<file path="src/shared/rpm_regs.svh">
`ifndef RPM_REGS_SVH
`define RPM_REGS_SVH

// ----------------------------------------------------------------
// Register offsets, word index on the plain register port.
// ----------------------------------------------------------------
`define RPM_OFF_MUX 4'h0
`define RPM_OFF_DIR 4'h1
`define RPM_OFF_DOUT 4'h2
`define RPM_OFF_PIN 4'h3
`define RPM_OFF_PULL 4'h4
`define RPM_OFF_RST 4'h5

// ----------------------------------------------------------------
// Field positions.
// ----------------------------------------------------------------
`define RPM_BIT_RPIN 7
`define RPM_BIT_SWRST 15
`define RPM_CAUSE_POR 0
`define RPM_CAUSE_EXT 1
`define RPM_CAUSE_WDOG 2
`define RPM_CAUSE_SW 3

// ----------------------------------------------------------------
// Reset values and timing.
// ----------------------------------------------------------------
`define RPM_RST_PULL 5'h1F
`define RPM_RST_CAUSE 4'h1
`define RPM_RELEASE_CYC 8'h20

`endif

</file>
<file path="src/shared/rpm_pkg.sv">
package rpm_pkg;

	// ------------------------------------------------------------
	// Reset sequencer states.
	// ------------------------------------------------------------
	typedef enum logic [1:0] {
		RPM_RUN = 2'b00,
		RPM_HOLD = 2'b01,
		RPM_COUNT = 2'b10
	} rpm_rst_state_t;

	// ------------------------------------------------------------
	// Whole state of the pin mux.
	// ------------------------------------------------------------
	typedef struct packed {
		rpm_rst_state_t rst_st;
		logic [7:0] rst_cnt;
		logic sw_req;
		logic [3:0] alt_sel;
		logic rst_gpio;
		logic [3:0] dir;
		logic rp_dir;
		logic [3:0] dout;
		logic rp_dout;
		logic [4:0] pull;
		logic [4:0] pin_in;
		logic [3:0] cause;
		logic [3:0] pa_out;
		logic [3:0] pa_oe;
		logic [3:0] pa_pu;
		logic rp_out;
		logic rp_oe;
		logic rp_pu;
		logic chip_rst_b;
		logic [15:0] rd_data;
	} rpm_state_t;

endpackage

</file>
<file path="src/core/rpm_pin_mux.sv">
// Implementation choices: the register addresses and the plain strobed port.
`timescale 1ns/10ps
`include "rpm_regs.svh"
// Contract
// On leaving reset every pin takes its first-listed function unaided.
// Software must program a pin's selection before any alternate is used.
// While the external reset pin is low the chip is held in reset.
// Internal reset is released on the clock a fixed count after release.
// A reset pin in GPIO mode is input or open-drain, never driven high.
// A reset pin in GPIO mode is no longer a source of chip reset.
// Then only power-on, watchdog and software reset can reset the chip.
// Any reset returns the shared pin to its external reset function.
// In GPIO mode port bits zero to three each have their own direction.
// Alternate mode drives modulator channel N out on port bit N.
// After reset port bits zero to three are in GPIO mode.
// Function selection comes from control bits in this unit.
// During reset pins are inputs with pull-ups on and drivers off.
module rpm_pin_mux (
	// Clock and power-on reset
	input wire logic sys_clk,
	input wire logic rst_b,
	// Register port
	input wire logic [3:0] reg_addr,
	input wire logic [15:0] reg_wdata,
	input wire logic reg_wr,
	input wire logic reg_rd,
	output logic [15:0] reg_rdata,
	// Reset sources and chip reset
	input wire logic watchdog_reset_source,
	output logic chip_rst_b,
	// Modulator channels
	input wire logic modulator_out_0,
	input wire logic modulator_out_1,
	input wire logic modulator_out_2,
	input wire logic modulator_out_3,
	// Shared reset pin
	input wire logic port_a_bit7_io_in,
	output logic port_a_bit7_io_out,
	output logic port_a_bit7_io_oe,
	output logic port_a_bit7_io_pu,
	// Port bit 0
	input wire logic port_a_bit0_io_in,
	output logic port_a_bit0_io_out,
	output logic port_a_bit0_io_oe,
	output logic port_a_bit0_io_pu,
	// Port bit 1
	input wire logic port_a_bit1_io_in,
	output logic port_a_bit1_io_out,
	output logic port_a_bit1_io_oe,
	output logic port_a_bit1_io_pu,
	// Port bit 2
	input wire logic port_a_bit2_io_in,
	output logic port_a_bit2_io_out,
	output logic port_a_bit2_io_oe,
	output logic port_a_bit2_io_pu,
	// Port bit 3
	input wire logic port_a_bit3_io_in,
	output logic port_a_bit3_io_out,
	output logic port_a_bit3_io_oe,
	output logic port_a_bit3_io_pu
);

	// ------------------------------------------------------------
	// Reset value of the whole state.
	// ------------------------------------------------------------
	localparam rpm_pkg::rpm_state_t RST_VAL = '{
		rst_st: rpm_pkg::RPM_HOLD,
		rst_cnt: 8'h00,
		sw_req: 1'b0,
		alt_sel: 4'h0,
		rst_gpio: 1'b0,
		dir: 4'h0,
		rp_dir: 1'b0,
		dout: 4'h0,
		rp_dout: 1'b0,
		pull: `RPM_RST_PULL,
		pin_in: 5'h1F,
		cause: `RPM_RST_CAUSE,
		pa_out: 4'h0,
		pa_oe: 4'h0,
		pa_pu: 4'hF,
		rp_out: 1'b0,
		rp_oe: 1'b0,
		rp_pu: 1'b1,
		chip_rst_b: 1'b0,
		rd_data: 16'h0000
	};

	rpm_pkg::rpm_state_t st_r;
	rpm_pkg::rpm_state_t st_nxt;
	logic [3:0] mod_v;
	logic [3:0] pa_in_v;
	logic [3:0] mux_out;
	logic [3:0] mux_oe;
	logic [3:0] mux_pu;
	logic ext_rst;
	logic any_src;
	logic in_rst;
	logic [3:0] cause_set;
	logic [3:0] cause_clr;
	logic wr_ok;

	// ------------------------------------------------------------
	// Reset sources.
	// ------------------------------------------------------------
	assign ext_rst = !st_r.rst_gpio && !st_r.pin_in[4];
	assign any_src = ext_rst || watchdog_reset_source || st_r.sw_req;
	assign in_rst = any_src || (st_r.rst_st != rpm_pkg::RPM_RUN);

	assign mod_v = {modulator_out_3, modulator_out_2,
		modulator_out_1, modulator_out_0};
	assign pa_in_v = {port_a_bit3_io_in, port_a_bit2_io_in,
		port_a_bit1_io_in, port_a_bit0_io_in};

	// ------------------------------------------------------------
	// Per-bit function select for port bits zero to three.
	// ------------------------------------------------------------
	genvar gi;
	generate
		for (gi = 0; gi < 4; gi++) begin : g_bit
			assign mux_out[gi] = st_r.alt_sel[gi] ?
				mod_v[gi] : st_r.dout[gi];
			assign mux_oe[gi] = in_rst ? 1'b0 :
				(st_r.alt_sel[gi] || st_r.dir[gi]);
			assign mux_pu[gi] = in_rst ? 1'b1 :
				(st_r.pull[gi] && !mux_oe[gi]);
		end
	endgenerate

	// ------------------------------------------------------------
	// Next state.
	// ------------------------------------------------------------
	always_comb begin
		st_nxt = st_r;
		st_nxt.rd_data = 16'h0000;
		st_nxt.sw_req = 1'b0;
		st_nxt.pin_in = {port_a_bit7_io_in, pa_in_v};
		cause_set = 4'h0;
		cause_clr = 4'h0;
		cause_set[`RPM_CAUSE_EXT] = ext_rst;
		cause_set[`RPM_CAUSE_WDOG] = watchdog_reset_source;
		cause_set[`RPM_CAUSE_SW] = st_r.sw_req;
		wr_ok = reg_wr && !in_rst;

		// --------------------------------------------------------
		// Reset sequencer.
		// --------------------------------------------------------
		case (st_r.rst_st)
			rpm_pkg::RPM_RUN: begin
				if (any_src) begin
					st_nxt.rst_st = rpm_pkg::RPM_HOLD;
				end
			end
			rpm_pkg::RPM_HOLD: begin
				st_nxt.rst_cnt = 8'h00;
				if (!any_src) begin
					st_nxt.rst_st = rpm_pkg::RPM_COUNT;
				end
			end
			rpm_pkg::RPM_COUNT: begin
				if (any_src) begin
					st_nxt.rst_st = rpm_pkg::RPM_HOLD;
				end else if (st_r.rst_cnt ==
					`RPM_RELEASE_CYC - 8'h01) begin
					st_nxt.rst_st = rpm_pkg::RPM_RUN;
				end else begin
					st_nxt.rst_cnt = st_r.rst_cnt + 8'h01;
				end
			end
			default: begin
				st_nxt.rst_st = rpm_pkg::RPM_HOLD;
			end
		endcase

		// --------------------------------------------------------
		// Register writes.
		// --------------------------------------------------------
		if (wr_ok) begin
			case (reg_addr)
				`RPM_OFF_MUX: begin
					st_nxt.alt_sel = reg_wdata[3:0];
					st_nxt.rst_gpio = reg_wdata[`RPM_BIT_RPIN];
				end
				`RPM_OFF_DIR: begin
					st_nxt.dir = reg_wdata[3:0];
					st_nxt.rp_dir = reg_wdata[`RPM_BIT_RPIN];
				end
				`RPM_OFF_DOUT: begin
					st_nxt.dout = reg_wdata[3:0];
					st_nxt.rp_dout = reg_wdata[`RPM_BIT_RPIN];
				end
				`RPM_OFF_PULL: begin
					st_nxt.pull = {reg_wdata[`RPM_BIT_RPIN],
						reg_wdata[3:0]};
				end
				`RPM_OFF_RST: begin
					cause_clr = reg_wdata[3:0];
					st_nxt.sw_req = reg_wdata[`RPM_BIT_SWRST];
				end
				default: begin
				end
			endcase
		end

		// --------------------------------------------------------
		// Cause flags: a new event wins over a clear.
		// --------------------------------------------------------
		st_nxt.cause = (st_r.cause & ~cause_clr) | cause_set;

		// --------------------------------------------------------
		// Any reset source restores the mux, direction, output and pull defaults.
		// --------------------------------------------------------
		if (any_src) begin
			st_nxt.alt_sel = 4'h0;
			st_nxt.rst_gpio = 1'b0;
			st_nxt.dir = 4'h0;
			st_nxt.rp_dir = 1'b0;
			st_nxt.dout = 4'h0;
			st_nxt.rp_dout = 1'b0;
			st_nxt.pull = `RPM_RST_PULL;
		end

		// --------------------------------------------------------
		// Register reads.
		// --------------------------------------------------------
		if (reg_rd) begin
			case (reg_addr)
				`RPM_OFF_MUX: begin
					st_nxt.rd_data[3:0] = st_r.alt_sel;
					st_nxt.rd_data[`RPM_BIT_RPIN] = st_r.rst_gpio;
				end
				`RPM_OFF_DIR: begin
					st_nxt.rd_data[3:0] = st_r.dir;
					st_nxt.rd_data[`RPM_BIT_RPIN] = st_r.rp_dir;
				end
				`RPM_OFF_DOUT: begin
					st_nxt.rd_data[3:0] = st_r.dout;
					st_nxt.rd_data[`RPM_BIT_RPIN] = st_r.rp_dout;
				end
				`RPM_OFF_PIN: begin
					st_nxt.rd_data[3:0] = st_r.pin_in[3:0];
					st_nxt.rd_data[`RPM_BIT_RPIN] = st_r.pin_in[4];
				end
				`RPM_OFF_PULL: begin
					st_nxt.rd_data[3:0] = st_r.pull[3:0];
					st_nxt.rd_data[`RPM_BIT_RPIN] = st_r.pull[4];
				end
				`RPM_OFF_RST: begin
					st_nxt.rd_data[3:0] = st_r.cause;
				end
				default: begin
				end
			endcase
		end

		// --------------------------------------------------------
		// Pad drivers.
		// --------------------------------------------------------
		st_nxt.pa_out = mux_out;
		st_nxt.pa_oe = mux_oe;
		st_nxt.pa_pu = mux_pu;
		st_nxt.rp_out = 1'b0;
		st_nxt.rp_oe = !in_rst && st_r.rst_gpio &&
			st_r.rp_dir && !st_r.rp_dout;
		st_nxt.rp_pu = (in_rst || !st_r.rst_gpio) ? 1'b1 :
			(st_r.pull[4] && !st_nxt.rp_oe);
		st_nxt.chip_rst_b = (st_nxt.rst_st == rpm_pkg::RPM_RUN) &&
			!any_src;
	end

	// ------------------------------------------------------------
	// State register.
	// ------------------------------------------------------------
	always_ff @(posedge sys_clk or negedge rst_b) begin
		if (!rst_b) begin
			st_r <= RST_VAL;
		end else begin
			st_r <= st_nxt;
		end
	end

	// ------------------------------------------------------------
	// Outputs.
	// ------------------------------------------------------------
	assign reg_rdata = st_r.rd_data;
	assign chip_rst_b = st_r.chip_rst_b;
	assign port_a_bit7_io_out = st_r.rp_out;
	assign port_a_bit7_io_oe = st_r.rp_oe;
	assign port_a_bit7_io_pu = st_r.rp_pu;
	assign port_a_bit0_io_out = st_r.pa_out[0];
	assign port_a_bit0_io_oe = st_r.pa_oe[0];
	assign port_a_bit0_io_pu = st_r.pa_pu[0];
	assign port_a_bit1_io_out = st_r.pa_out[1];
	assign port_a_bit1_io_oe = st_r.pa_oe[1];
	assign port_a_bit1_io_pu = st_r.pa_pu[1];
	assign port_a_bit2_io_out = st_r.pa_out[2];
	assign port_a_bit2_io_oe = st_r.pa_oe[2];
	assign port_a_bit2_io_pu = st_r.pa_pu[2];
	assign port_a_bit3_io_out = st_r.pa_out[3];
	assign port_a_bit3_io_oe = st_r.pa_oe[3];
	assign port_a_bit3_io_pu = st_r.pa_pu[3];

endmodule

</file>
<file path="config.mk">
export PLATFORM = sky130hd
export DESIGN_NAME = rpm_pin_mux
export DESIGN_NICKNAME = d
export VERILOG_FILES = /design/src/shared/rpm_pkg.sv /design/src/core/rpm_pin_mux.sv
export VERILOG_INCLUDE_DIRS = /design/src /design/src/shared
export SDC_FILE = /design/constraint.sdc
export NUM_CORES = 1
export LEC_CHECK = 0
export BUFFER_PORTS_ARGS = -buffer_cell sky130_fd_sc_hd__buf_2
export CAP_MARGIN = 20
export CORE_ASPECT_RATIO = 0.75
export CORE_MARGIN = 3
export CORE_UTILIZATION = 50
export DETAILED_ROUTE_END_ITERATION = 6
export GPL_ROUTABILITY_DRIVEN = 0
export PLACE_DENSITY_LB_ADDON = 0.2
export SLEW_MARGIN = 20
export SYNTH_ARGS = -nofsm -noshare
export SYNTH_HDL_FRONTEND = slang
export SYNTH_SLANG_ARGS = --single-unit
export TNS_END_PERCENT = 100
</file>
<file path="constraint.sdc">
create_clock -name sys_clk -period 2.09 [get_ports sys_clk]
set_input_delay 0 -clock sys_clk [delete_from_list [all_inputs] [get_ports sys_clk]]
set_output_delay 0 -clock sys_clk [all_outputs]
set_load 0.03 [all_outputs]
</file>
== Word level (Yosys, flattened, before mapping) ==
Cells that the tools add are included.

* Word-level logic and storage cells: 111
* Flip-flop bits (word level): 60
* Latch bits: 0
* Memories: 0
* Memory bits (writable): 0
* ROM bits: 0
* Output and inout port bits: 32
* Input port bits: 34

* Eq/ne operators: 10
* Multiplexer cells: 34
* Bitwise logic cells: 3
* Reduce and logical (&&, ||, !) cells: 44
* $add $sub $neg: 1
* $lt $le $gt $ge: 0
* Multiply operators: 0
* Shift-type cells: 0
* Div/mod/pow operators: 0

{| class="wikitable"
|+ Operator list
! operator !! number
|-
| $pmux 4 s6 || 1
|-
| $mux 21 || 1
|-
| $mux 20 || 1
|-
| $mux 5 || 4
|-
| $mux 8 || 2
|-
| $pmux 8 s2 || 1
|-
| $mux 1 || 15
|-
| $reduce_bool 2->1 || 7
|-
| $mux 4 || 3
|-
| $logic_and 1x1->1 || 11
|-
| $logic_not 1->1 || 10
|-
| $add 8x1->8 const B || 1
|-
| $eq 4x2->1 const B || 2
|-
| $eq 4x3->1 const B || 2
|-
| $eq 8x5->1 const B || 1
|-
| $logic_or 1x1->1 || 8
|-
| $mux 2 || 4
|-
| $reduce_and 2->1 || 4
|-
| $pmux 2 s3 || 1
|-
| $pmux 1 s5 || 1
|-
| $and 4x4->4 || 1
|-
| $eq 4x1->1 const B || 1
|-
| $logic_not 2->1 || 2
|-
| $logic_not 4->1 || 1
|-
| 6 further kinds || 7
|}

== Longest topological paths before layout ==
* Depth in word-level cells: 12
* Depth in mapped cells: 6
* Gate-level depth less buffers: 5

== Least setup slack after synthesis ==
Ideal clock, no wire load.

* Path kind: register to register
* Start point: register st_r[62] in the netlist's numbering
* End point: register st_r[65] in the netlist's numbering
* Data required time: 1964 ps
* Slack: 231 ps
* Setup time: 126 ps
* Path buffers: 1
* Data arrival time: 1732 ps
* Period minus slack after synthesis: 1859 ps
* Stages on the path, launching flop included: 7
* Cell sequence: dfrtp_1 -> ha_1 -> nand4_1 -> or4_1 -> clkbuf_2 -> and4_4 -> a311o_1

* Word-level cells in the longest chain between the ends: 4
* Elaborated cells on any way between the ends: 7
* Those cells by class: add/sub (1); eq/ne (2); mux (3); reduce/logical (1)

{| class="wikitable"
|+ Ends and longest elaborated chain
! what !! RTL line !! RTL
|-
| start: declaration || rpm_pin_mux.sv:89 || <nowiki>rpm_pkg::rpm_state_t st_r;</nowiki>
|-
| start signal: assignment || rpm_pin_mux.sv:278 || <nowiki>st_r <= st_nxt;</nowiki>
|-
| $add 8x1->8 || rpm_pin_mux.sv:167 || <nowiki>st_nxt.rst_cnt = st_r.rst_cnt + 8'h01;</nowiki>
|-
| $mux 8 || rpm_pin_mux.sv:163 || <nowiki>end else if (st_r.rst_cnt ==</nowiki>
|-
| $mux 8 || rpm_pin_mux.sv:161 || <nowiki>if (any_src) begin</nowiki>
|-
| $pmux 8 s2 || rpm_pin_mux.sv:148 || <nowiki>case (st_r.rst_st)</nowiki>
|}

Parallel ways exist; a longest one is shown, timed or not. The select of a mux whose other input is x is not followed.
A chain may end at the register's enable or synchronous reset.

== Final worst setup path ==
* Start point: register st_r[40] in the netlist's numbering
* End point: register st_r[59] in the netlist's numbering

* Word-level cells in the longest chain between the ends: 9
* Elaborated cells on any way between the ends: 11
* Those cells by class: mux (1); reduce/logical (10)

{| class="wikitable"
|+ Ends and longest elaborated chain
! what !! RTL line !! RTL
|-
| $logic_not 1->1 (*) || rpm_pin_mux.sv:106 || <nowiki>assign ext_rst = !st_r.rst_gpio && !st_r.pin_in[4];</nowiki>
|-
| $logic_and 1x1->1 (*) || rpm_pin_mux.sv:106 ||
|-
| $logic_or 1x1->1 (*) (2 in a row) || rpm_pin_mux.sv:107 || <nowiki>assign any_src = ext_rst || watchdog_reset_source || st_r.sw_req;</nowiki>
|-
| $logic_or 1x1->1 || rpm_pin_mux.sv:108 || <nowiki>assign in_rst = any_src || (st_r.rst_st != rpm_pkg::RPM_RUN);</nowiki>
|-
| $logic_not 1->1 || rpm_pin_mux.sv:143 || <nowiki>wr_ok = reg_wr && !in_rst;</nowiki>
|-
| $logic_and 1x1->1 || rpm_pin_mux.sv:143 ||
|-
| $reduce_bool 2->1 (no line) || -- ||
|-
| $reduce_and 2->1 (no line) || -- ||
|}

Every way passes the cells marked *; elsewhere a longest branch is shown, timed or not.

==> metrics.txt <==
Crit Path Max Fanout 5; antenna violations before repair 0; Worst Setup End Kind flop; critical path data arrival time 2.13 ns; area leader, netlist dfrtp_1; combinational share of power 9.4%; Syn. warnings 0; clock-pin slew on the worst setup and hold paths 0.07 ns; Syn Area/Cell 9.964 sq um; instance count of the mapped netlist 299; synth top area cells dfrtp_1 (36%), dfstp_2 (15%), nand3_1 (4.9%); # setup viols final 0; CTS buffer count 9; DR pass1 iterations 4; post-synthesis compound-gate area fraction 10.92%; first-pass GRT wire length 12.12 mm; final period utilization 92.42%; Flop pwr share 46.4%; RSZ-0062 raised after global routing false; fmax 0.5177 GHz; asr flop ratio synth 100.0%; post-CTS setup repair buffer count 0; WS Path Type reg2reg; CTS max path bufs 2; Setup TNS 0 ns; Die ar. 6930 sq um; top cells by count, synth dfrtp_1 (43), nand3_1 (29), nand2_1 (28), nor2_1 (24), o21ai_0 (18); EDFF count, synth 0; CP startpoint kind flop; CTS tree done; Root Driver clkbuf_8; endpoints failing hold 0; XOR/XNOR Fraction of Synth Area 0%; drt initial violations 178; Cell Area, Synth 2979 sq um; Post-DP HPWL 5.145 mm; Pins Over Slew Limit 0; clock sinks 60; family with the most delay on the worst path simple AND/OR/NAND/NOR gates; P_int 1.958 mW; most frequent cell after synthesis dfrtp_1; clock group share of total power 44.2%; Sw Pwr 0.5916 mW; vias 2457; largest net degree at the start of global routing 30; Total GRT Usage 23.27%; number of global-route vias before repair 2396; Max stage delay on crit path 0.63 ns; Synth Register Bits 60; Finished Layout Cells 447; Cell Chain, Critical Path nor2_1 > or4_1 > nor4_4 > o21ai_0; ys flop type dfrtp_1; placed cell count 413; Yosys top cell area share 36.12%; synth unique cells 49; mux cell area share after synthesis 8.232%; initial core utilization 53.64%; Max stage delay cell, worst path or4_1; sw frac 23.20%; clk_skew 0.007268 ns; adder-cell share of the synthesized area 0.4200%; post-DR vias/cell 5.497; I/O pins 66; Final Util 65.87%; clock insertion delay at the later pin of the skew report 0.33 ns; Multi-input gate area 1272 sq um; minimum clock period 1.932 ns; Port Buffers 43; DRC Markers 0; run status completed; Worst Tran Pin Value 0.7212 ns; CP Buf/Inv Count 0; largest family of logic cells by synthesized area simple AND/OR/NAND/NOR gates; FF/Latch Area 1523 sq um; htree depth 3; Pleak 1.632 nW; worst hold-check path type in2reg; post-synthesis simple-gate area fraction 21.63%; number of max-cap violations 0; DRT antenna net count 0; gr ovfl total 0; core box area 5554 sq um; chip height 72.85 microns; max reg flops 39; Slew HR 51.82%; PwrDens 696.9 nW/um^2; peak supply drop 699.2 uV; wire length per cell 16.26 microns; Final nets 402; layout cells sized above 1 29.30%; sequential area share after synthesis 51.11%; Power, Total 2.550 mW; CP required 2.29 ns; most flop-heavy register st_r; WL final 7.270 mm; Area Overhead vs Synth 22.81%; n_diodes 0; Cell Rows 23; FILL cells 452; die width 95.13 microns
[worst min-delay path: cells and delay by family]
| family | cells | cell delay (ns) |
|---|---|---|
| and+or+nand+nor | 2 | 0.22 |
| buffers and inverters | 1 | 0.10 |
[cell type report]
type	instances	area share, %
clock buffer	11	3.865
timing repair buffer	77	14.09
clock inverter	5	2.052
multi-input combinational	209	34.78
inverter	10	1.026
sequential	60	41.62
tap	75	2.565
[per-layer routing]
layer	vias up	routed length [microns]	GRT usage [%]
li1	1171	-	-
met1	1180	3460	34.70
met2	96	3167	32.58
met3	10	544	5.670
met4	0	98	9.120
met5	-	0	0
[through the flow]
stage | cell area, sq um | hold WS (ns) | setup WS [ns]
after global placement | 3262 | -0.1196 | 0.2160
after global routing | 3659 | 0.05111 | 0.03560
after CTS | 3659 | 0.02191 | 0.1527
after floorplan | 3020 | -0.2956 | 0.2314
after detailed placement | 3262 | -0.1183 | 0.1550
final | 3659 | 0.03273 | 0.1584
[power by group through the flow]
| stage | sequential (mW) | clock [mW] | combinational (mW) |
|---|---|---|---|
| after floorplan | 1.21 | 0 | 0.139 |
| after global placement | 1.20 | 0 | 0.208 |
| after detailed placement | 1.20 | 0 | 0.210 |
| after CTS | 1.18 | 1.16 | 0.237 |
| after global routing | 1.18 | 1.21 | 0.261 |
| final | 1.18 | 1.13 | 0.238 |
[layout by cell type, fill, tap and decap left out, drive strengths merged, types with 2 or more instances in the layout]
cell type / count
clkinv: 3
o211ai: 2
and2: 2
buf: 59
dlygate4sd3: 18
conb: 12
nor3: 9
a21oi: 9
mux2: 8
or2: 3
dfrtp: 43
or3: 2
nand3: 29
nor2: 25
a31oi: 2
clkbuf: 11
inv: 10
nand3b: 2
o22ai: 2
a21o: 7
dfstp: 17
o21ai: 18
or4: 2
mux4: 2
nand4: 5
a21boi: 3
a32o: 2
mux2i: 11
and3: 3
nand2b: 5
bufinv: 2
nor4: 5
nand2: 28
[final timing paths]
check,slack [ns],cells past startpoint,start,endpoint
setup reg to reg,0.16,4,st_r[40],st_r[59]
max in group asynchronous,1.31,3,rst_b,st_r[40]
hold / removal,0.03,3,reg_rd,reg_rdata[0]
min in group asynchronous,0.09,2,rst_b,port_a_bit1_io_out
setup / recovery,0.16,4,st_r[40],st_r[59]
hold reg to reg,0.48,1,st_r[32],st_r[32]
[logic make-up (layout without fill, tap and decap cells)]
family,count (synthesis),in the layout
mux,21,21
other cells,1,12
simple gates,124,124
flops,60,60
fa+ha+maj,1,1
buf+inv,41,103
compound gates,51,51
[timing repair]
item	4_1_cts	5_1_grt
hold endpoints to repair	83	0
gates resized for setup	0	0
hold buffers	18	0
(Power assumes the default switching activity.)
